===== config.mk =====
export PLATFORM = sky130hd
export DESIGN_NAME = lait_top
export DESIGN_NICKNAME = d
export VERILOG_FILES = /design/src/rtl/lait_pkg.sv /design/src/rtl/lait_osc_div.sv /design/src/rtl/lait_top.sv
export SDC_FILE = /design/constraint.sdc
export NUM_CORES = 1
export LEC_CHECK = 0
export CAP_MARGIN = 10
export CORE_MARGIN = 2
export CORE_UTILIZATION = 50
export CTS_BUF_LIST = sky130_fd_sc_hd__clkbuf_16
export CTS_CLUSTER_DIAMETER = 60
export DETAILED_ROUTE_END_ITERATION = 12
export DONT_BUFFER_PORTS = 1
export PLACE_DENSITY_LB_ADDON = 0.08
export SLEW_MARGIN = 20
export SYNTH_ARGS = -nofsm -noshare
export SYNTH_HDL_FRONTEND = slang
export SYNTH_SLANG_ARGS = --single-unit

===== constraint.sdc =====
create_clock -name i_clk -period 6.7 [get_ports i_clk]
set_clock_uncertainty 0.1 [all_clocks]
set_input_delay 1.34 -clock i_clk [delete_from_list [all_inputs] [get_ports i_clk]]
set_output_delay 1.34 -clock i_clk [all_outputs]
set_load 0.01 [all_outputs]

===== src/rtl/lait_pkg.sv =====
// Package for the light converter integration timing block
package lait_pkg;
    localparam logic [7:0] LAIT_ADDR_CMD = 8'h00;
    localparam logic [7:0] LAIT_ADDR_CTRL = 8'h01;
    localparam logic [7:0] LAIT_ADDR_READ_LO = 8'h04;
    localparam logic [7:0] LAIT_ADDR_READ_HI = 8'h05;
    localparam logic [7:0] LAIT_ADDR_SNAP_LO = 8'h06;
    localparam logic [7:0] LAIT_ADDR_SNAP_HI = 8'h07;
    localparam int LAIT_SYNC_BIT = 7;
    localparam int LAIT_MODE_BIT = 5;
    localparam int LAIT_WIDTH_LSB = 0;
    localparam int LAIT_GAIN_LSB = 2;
    localparam logic [7:0] LAIT_CMD_RST = 8'h00;
    localparam logic [7:0] LAIT_CTRL_RST = 8'h00;
    localparam logic [15:0] LAIT_CNT_RST = 16'h0000;
    localparam logic [7:0] LAIT_RD_RST = 8'h00;
    localparam logic [1:0] LAIT_W_65536 = 2'h0;
    localparam logic [1:0] LAIT_W_4096 = 2'h1;
    localparam logic [1:0] LAIT_W_256 = 2'h2;
    localparam logic [1:0] LAIT_W_16 = 2'h3;
    localparam logic [15:0] LAIT_LAST_65536 = 16'hffff;
    localparam logic [15:0] LAIT_LAST_4096 = 16'h0fff;
    localparam logic [15:0] LAIT_LAST_256 = 16'h00ff;
    localparam logic [15:0] LAIT_LAST_16 = 16'h000f;

    typedef enum logic [1:0] {
        LAIT_EXT_IDLE = 2'b00,
        LAIT_EXT_ARR1 = 2'b01,
        LAIT_EXT_ARR2 = 2'b10
    } lait_ext_t;

    typedef struct packed {
        logic valid;
        logic [7:0] addr;
        logic [7:0] data;
    } lait_wr_t;
endpackage


===== src/rtl/lait_osc_div.sv =====
// Oscillator tick generator with half speed on the low gain ranges
`timescale 1ns/1ps
module lait_osc_div
    import lait_pkg::*;
(
    input wire logic i_clk,
    input wire logic i_srst,
    input wire logic i_half_speed,
    output logic o_tick
);
    typedef struct packed {
        logic phase;
    } lait_div_st_t;

    lait_div_st_t st_r;
    lait_div_st_t st_nxt;

    always_comb begin
        st_nxt = st_r;
        st_nxt.phase = i_half_speed ? ~st_r.phase : 1'b0;
    end

    always_ff @(posedge i_clk) begin
        if (i_srst) begin
            st_r <= '0;
        end else begin
            st_r <= st_nxt;
        end
    end

    // Full speed ticks every clock; half speed every second one
    assign o_tick = i_half_speed ? st_r.phase : 1'b1;
endmodule


===== src/rtl/lait_top.sv =====
// Integration timing and result capture for the light converter
`timescale 1ns/1ps
//
// Operation
// - Snapshot meaningful only in external timing
// - Cycle snapshot low 06, high 07
// - Counter increments each oscillator cycle integrating
// - Count published at each external integration end; internal timing publishes zero
// - Reading low at 04, high 05
// - Command bit 5 selects timing mode
// - Internal integration lasts 2^m cycles
// - Half oscillator speed on ranges 0,1
// - Same oscillator behaviour in both modes
// - Three host syncs make the first measurement, two each later one
// - Third sync publishes, restarts array one
// - External cycles follow host sync spacing
// - External counter is sixteen bits wide
// - Address bit 7 write syncs, external only
// - Command bits 1:0 choose cycle count
// - Control bits 3:2 choose gain range
// - Reading refreshed after every integration
module lait_top
    import lait_pkg::*;
(
    input wire logic i_clk,
    input wire logic i_srst,
    input wire logic i_wr_valid,
    input wire logic [7:0] i_wr_addr,
    input wire logic [7:0] i_wr_data,
    input wire logic [7:0] i_rd_addr,
    output logic [7:0] o_rd_data,
    input wire logic [15:0] i_adc_result,
    output logic o_osc_tick,
    output logic o_integrating,
    output logic o_array_sel,
    output logic o_result_strobe,
    output logic [1:0] o_gain_range
);
    typedef struct packed {
        logic [7:0] cmd;
        logic [7:0] ctrl;
        logic [15:0] counter;
        logic [15:0] reading;
        logic [15:0] snapshot;
        lait_ext_t ext;
        logic strobe;
        logic [7:0] rd;
    } lait_st_t;

    lait_st_t st_r;
    lait_st_t st_nxt;
    lait_wr_t wr;
    logic tick;
    logic ext_mode;
    logic half_speed;
    logic sync_req;
    logic [15:0] last_count;
    logic int_end;
    logic counting;

    assign wr = '{valid: i_wr_valid, addr: i_wr_addr, data: i_wr_data};
    assign ext_mode = st_r.cmd[LAIT_MODE_BIT];
    assign half_speed = ~st_r.ctrl[LAIT_GAIN_LSB + 1];
    assign sync_req = wr.valid && wr.addr[LAIT_SYNC_BIT] && ext_mode;

    lait_osc_div u_div (
        .i_clk(i_clk),
        .i_srst(i_srst),
        .i_half_speed(half_speed),
        .o_tick(tick)
    );

    always_comb begin
        case (st_r.cmd[LAIT_WIDTH_LSB +: 2])
            LAIT_W_65536: last_count = LAIT_LAST_65536;
            LAIT_W_4096: last_count = LAIT_LAST_4096;
            LAIT_W_256: last_count = LAIT_LAST_256;
            LAIT_W_16: last_count = LAIT_LAST_16;
            default: last_count = LAIT_LAST_65536;
        endcase
    end

    assign counting = ext_mode ? (st_r.ext != LAIT_EXT_IDLE) : 1'b1;
    assign int_end = ext_mode ? (sync_req && st_r.ext == LAIT_EXT_ARR2)
                              : (tick && st_r.counter == last_count);

    always_comb begin
        st_nxt = st_r;
        st_nxt.strobe = 1'b0;
        if (wr.valid && !wr.addr[LAIT_SYNC_BIT]) begin
            if (wr.addr == LAIT_ADDR_CMD) begin
                st_nxt.cmd = wr.data;
            end
            if (wr.addr == LAIT_ADDR_CTRL) begin
                st_nxt.ctrl = wr.data;
            end
        end
        if (tick && counting) begin
            st_nxt.counter = st_r.counter + 16'h0001;
        end
        if (ext_mode) begin
            if (sync_req) begin
                case (st_r.ext)
                    LAIT_EXT_IDLE: begin
                        st_nxt.ext = LAIT_EXT_ARR1;
                        st_nxt.counter = LAIT_CNT_RST;
                    end
                    LAIT_EXT_ARR1: st_nxt.ext = LAIT_EXT_ARR2;
                    LAIT_EXT_ARR2: st_nxt.ext = LAIT_EXT_ARR1;
                    default: st_nxt.ext = LAIT_EXT_IDLE;
                endcase
            end
        end else begin
            st_nxt.ext = LAIT_EXT_IDLE;
        end
        if (int_end) begin
            st_nxt.reading = i_adc_result;
            // Count includes the current oscillator cycle if it ticks now
            st_nxt.snapshot = ext_mode ? st_r.counter + {15'h0000, tick} : LAIT_CNT_RST;
            st_nxt.counter = LAIT_CNT_RST;
            st_nxt.strobe = 1'b1;
        end
        if (ext_mode != st_nxt.cmd[LAIT_MODE_BIT]) begin
            st_nxt.counter = LAIT_CNT_RST;
        end
        case (i_rd_addr)
            LAIT_ADDR_CMD: st_nxt.rd = st_r.cmd;
            LAIT_ADDR_CTRL: st_nxt.rd = st_r.ctrl;
            LAIT_ADDR_READ_LO: st_nxt.rd = st_r.reading[7:0];
            LAIT_ADDR_READ_HI: st_nxt.rd = st_r.reading[15:8];
            LAIT_ADDR_SNAP_LO: st_nxt.rd = st_r.snapshot[7:0];
            LAIT_ADDR_SNAP_HI: st_nxt.rd = st_r.snapshot[15:8];
            default: st_nxt.rd = LAIT_RD_RST;
        endcase
    end

    always_ff @(posedge i_clk) begin
        if (i_srst) begin
            st_r.cmd <= LAIT_CMD_RST;
            st_r.ctrl <= LAIT_CTRL_RST;
            st_r.counter <= LAIT_CNT_RST;
            st_r.reading <= LAIT_CNT_RST;
            st_r.snapshot <= LAIT_CNT_RST;
            st_r.ext <= LAIT_EXT_IDLE;
            st_r.strobe <= 1'b0;
            st_r.rd <= LAIT_RD_RST;
        end else begin
            st_r <= st_nxt;
        end
    end

    assign o_rd_data = st_r.rd;
    assign o_osc_tick = tick;
    assign o_integrating = counting;
    assign o_array_sel = (st_r.ext == LAIT_EXT_ARR2);
    assign o_result_strobe = st_r.strobe;
    assign o_gain_range = st_r.ctrl[LAIT_GAIN_LSB +: 2];
endmodule


After elaboration in Yosys (flattened, before gate mapping). Cells that the tools add are included.

Bits in registers: 76. Bits of input ports: 43. Word-level logic and storage cells: 60.

Add/subtract/negate cells: 2. Equality and inequality tests: 13. Muxes and demuxes: 15. Bitwise operators: 2. Reductions and logical operators: 18.

Operator list (number): $mux W16 (5); $pmux W16 S4 (1); $pmux W8 S6 (1); $eq A8 B3 Y1 const B (4); $add A16 B1 Y16 (1); $add A16 B1 Y16 const B (1); $eq A16 B16 Y1 (1); $eq A8 B1 Y1 const B (2); $logic_not A8 Y1 (2); $mux W14 (1); $mux W8 (1); $eq A2 B2 Y1 const B (3); $logic_and A1 B1 Y1 (6); $mux W6 (1); $reduce_or A2 Y1 (3); $eq A2 B1 Y1 const B (2); $logic_not A2 Y1 (2); $mux W1 (4); $pmux W2 S2 (1); $reduce_and A2 Y1 (2); $reduce_or A3 Y1 (1); $not A1 Y1 (2); $reduce_bool A2 Y1 (1); $logic_not A1 Y1 (1); $ne A1 B1 Y1 (1).

Logic depth before layout (Yosys ltp).
Depth in word-level cells: 7. Depth in mapped cells: 8.

Modules after synthesis. Synthesis repeated with hierarchy kept, for this count alone.

Cells, all modules: 428. Area total of the unflattened synthesis: 3799.9 µm².

By module, submodules not included: lait_top (instances 1, cells each 425, area an instance 3761.1 µm²); lait_osc_div (instances 1, cells each 3, area an instance 38.8 µm²).

Worst setup path before layout. Ideal clock, no wire load.

Path type: in2reg. From: in i_wr_addr[7]. To: reg st_r[48] (netlist name). Setup time: 128 ps. Data arrival time: 2761 ps. Data required time: 6472 ps. Setup slack: 3711 ps. Stages: 5. Buffers on the path: 1. Cells stage by stage: nor4b_1 nand2_1 o311ai_1 clkbuf_1 nor2_1.

Word-level cells in the longest chain between the ends: 5. Elaborated cells on any way between the ends: 13. Classes of those cells: eq/ne (1); mux (5); reduce/logical (7).

RTL lines: start, declared (RTL line lait_top.sv:28) `input wire logic [7:0] i_wr_addr,`; $logic_not A8 Y1, or another cell as far along (RTL line lait_top.sv:91) `if (wr.addr == LAIT_ADDR_CMD) begin`; $mux W6, or another cell as far along (RTL line lait_top.sv:91); $mux W14 or $logic_and A1 B1 Y1 (tied branches) (RTL line lait_top.sv:90, lait_top.sv:84); $ne A1 B1 Y1 or $mux W1 (tied branches) (RTL line lait_top.sv:123, lait_top.sv:84); $reduce_or A3 Y1 (no source line); end signal, assigned (RTL line lait_top.sv:148) `st_r <= st_nxt;`; end, declared (RTL line lait_top.sv:50) `lait_st_t st_r;`.

Several ways; a longest one is shown, not always the timed one. A chain may end at the register's enable or synchronous reset.

Final worst setup path.
From: reg st_r (netlist bit ext_mode). To: out o_integrating.

Word-level cells in the longest chain between the ends: 1.

RTL lines: $mux W1 (RTL line lait_top.sv:83) `assign counting = ext_mode ? (st_r.ext != LAIT_EXT_IDLE) : 1'b1;`; end, declared (RTL line lait_top.sv:34) `output logic o_integrating,`.

Every way passes these cells.

==> results.toml <==
[outcome]
outcome = "finished clean"

[synthesis]
synth_nets = 451
synth_top_area_share_pct = 41.56
syn_area_per_cell_um2 = 9.040
synth.top_cells.by_count = "dfxtp_1 (76), nor2_1 (74), mux2i_1 (42)"
synth_most_common_cell = "dfxtp_1"
yosys.area.top_type = "dfxtp_1"
yosys_register_bits = 76
syn-cell-area_um2 = 3661
yosysWarnings = 0
yosys_most_used_dff = "dfxtp_1"
seq_area_frac_synth_pct = 41.56
syn_inst = 405
async_reset_ff_share_pct = 0
synth_edf_count = 0
netlist_top_cells_area = "dfxtp_1 (42%), mux2i_1 (11%), nor2_1 (7.6%)"
ys_types = 42

[sta]
tightest_slew_ns = 0.9074
slew_headroom_pct = 39.28
fin_setup_tns_ns = 0
fin_ws_ns = 3.900
finalHoldViolations = 0
rsz0062_at_grt = "no"
hold_slack_ns = 0.3411
slew_viol_final = 0
fmax_ghz = 0.3572
setup_viol = 0
min_period_over_period_pct = 41.79
min_period_ns = 2.800

[power]
power_density_nw_per_um2 = 250.7
finalPower_uw = 987.2
p_leak_nw = 1.472
peakVddDrop_mv = 0.1827

[routing]
postRouteAntennaNets = 0
routed_wl_um = 7957
drc = 0
drt_iter0_drc = 147
drtPass1Iterations = 4
wl_per_cell_um = 16.41
post_drt_via_cell_ratio = 5.680
num_vias = 2755

[setup_path]
r2r_cells = 6
startpoint_type = "register"
cp_slowest_stage_delay_ns = 0.52
r2r_end = "st_r[16]"
worstSetupEndpointType = "output port"
crit_slowest_cell = "dfxtp_1"
r2r_start = "st_r[51]"
crit_type = "reg -> out"
crit_required_ns = 5.26
r2r_slack_ns = 3.99
cp_top_family = "flip-flops"
path_buf_inv = 0
arrival_ns = 1.36
critPathMaxFanout = 10
path_cells = "or3b_1"

[hold_path]
worstHoldPathCells = 2
whs_endpoint = "st_r[24]"
hp-class = "reg -> reg"
hp-start = "st_r[24]"

[clock_tree]
root_buffer = "clkbuf_16"
cts_hold_buf = 0
cts_setup_buffers = 0
clock_latency_ns = 0.33
htreeDepth = 3
cts-resized-gates = 0
cts_tree = "done"
cts.path.max_buffers = 2
cts_buffers = 9
clk_pin_slew_ns = 0.06
cts_sinks = 76

[global_routing]
grt_pass1_vias = 2496
grt_pass1_wl_um = 12650
antenna_found_initial = 0
overflow = 0
grt_max_degree = 55
grt_use_total_pct = 20.69

[floorplan]
rows = 31
dieWidth_um = 89.57
dieArea_um2 = 8023
coreArea_um2 = 7176
start_util_pct = 51.02
ios = 57
die_h_um = 89.57

[place]
dp.cells = 469
placed_area_um2 = 3622
gp_congestion = 0.8321
dpl_worst_slack_ns = 3.621
dp_hpwl_um = 5555
portBuffers = 0

[finish]
area_growth_pct = 7.553
antenna_cells = 0
design_area_um2 = 3938
drive_gt1_share_pct = 7.513
fill_cells = 679
nNetsFinal = 427
multi_input_area_um2 = 1947
fin_util_pct = 54.87
final_cells = 485
regArea_um2 = 1521

[job]
cap_violations = 0
## worst max-delay path by stage
stage | start | slack, ns | endpoint | depth (start not counted)
2_1_floorplan | i_wr_addr[7] | 3.71 | st_r[48] | 5
3_3_place_gp | i_wr_addr[7] | 3.65 | st_r[68] | 5
3_5_place_dp | i_wr_addr[7] | 3.62 | st_r[68] | 5
4_1_cts | ext_mode | 3.89 | o_integrating | 1
5_1_grt | i_wr_addr[7] | 3.79 | ext_mode | 5
6_report | ext_mode | 3.90 | o_integrating | 1
## flip-flops by register name (all words and copies together) (netlist names)
signal and flops:
u_div.st_r 1, o_gain_range 2, ext_mode 1, o_result_strobe 1
o_rd_data 8, st_r 63
## power breakdown
| part | internal, mW | switching [mW] |
|---|---|---|
| combinational | 0.00918 | 0.0108 |
| sequential | 0.454 | 0.00258 |
| clock | 0.325 | 0.187 |
| total | 0.787 | 0.200 |
## worst register-to-register path, delay by kind of cell (launching register included)
kind | cells | cell delay, ns
AO/OA/AOI/OAI | 3 | 0.74
buffers and inverters | 1 | 0.32
flip-flops | 1 | 0.52
AND/OR/NAND/NOR | 2 | 0.96
## routing by layer
metal / GRT usage, % / part of all wire (%) / vias up
li1: - / - / 1378
met1: 29.80 / 49 / 1303
met2: 30.01 / 45 / 70
met3: 5.941 / 5.2 / 4
met4: 6.242 / 0.63 / 0
met5: 0 / 0 / -
## cells by family after synthesis
logic type	after synthesis	share of synthesized area (%)
flip-flops	76	41.56
AND/OR/NAND/NOR	158	21.70
AO/OA/AOI/OAI	47	8.818
buffers and inverters	41	5.776
adder cells (fa/ha/maj)	3	1.025
multiplexers	50	13.94
XOR/XNOR	30	7.177
## placed cells by master, fill, tap and decap left out, types with 2 or more instances in the layout
master     netlist  routed
nand2_1         16      16
buf_4           12       2
nor3_1           6       6
or3_1            3       3
clkbuf_16        0       9
bufinv_16        0       2
nand3_1          9       9
clkinv_2         0       2
or2_2            2       2
and2_1           2       2
or4_1            4       4
o22ai_1          9       9
and3_1           3       3
mux2_2           8       8
a22oi_1         16      16
inv_1            3       4
xor2_1          11      11
nor2_1          74      74
and4_1           2       2
ha_1             3       3
xnor2_1         19      19
a21oi_1          9       9
nand4_1         11      11
nand3b_1        13      13
mux2i_1         42      42
o31ai_1         10      10
nor4_1           4       4
dfxtp_1         76      76
## cell type report
cell class                 instances  area share, %
multi-input combinational        288          49.44
sequential                        76          38.64
clock buffer                       9          5.720
tap                               99          3.146
clock inverter                     7          2.288
timing repair buffer               2         0.3813
inverter                           4         0.3813
Power figures use the tool's default switching activity.
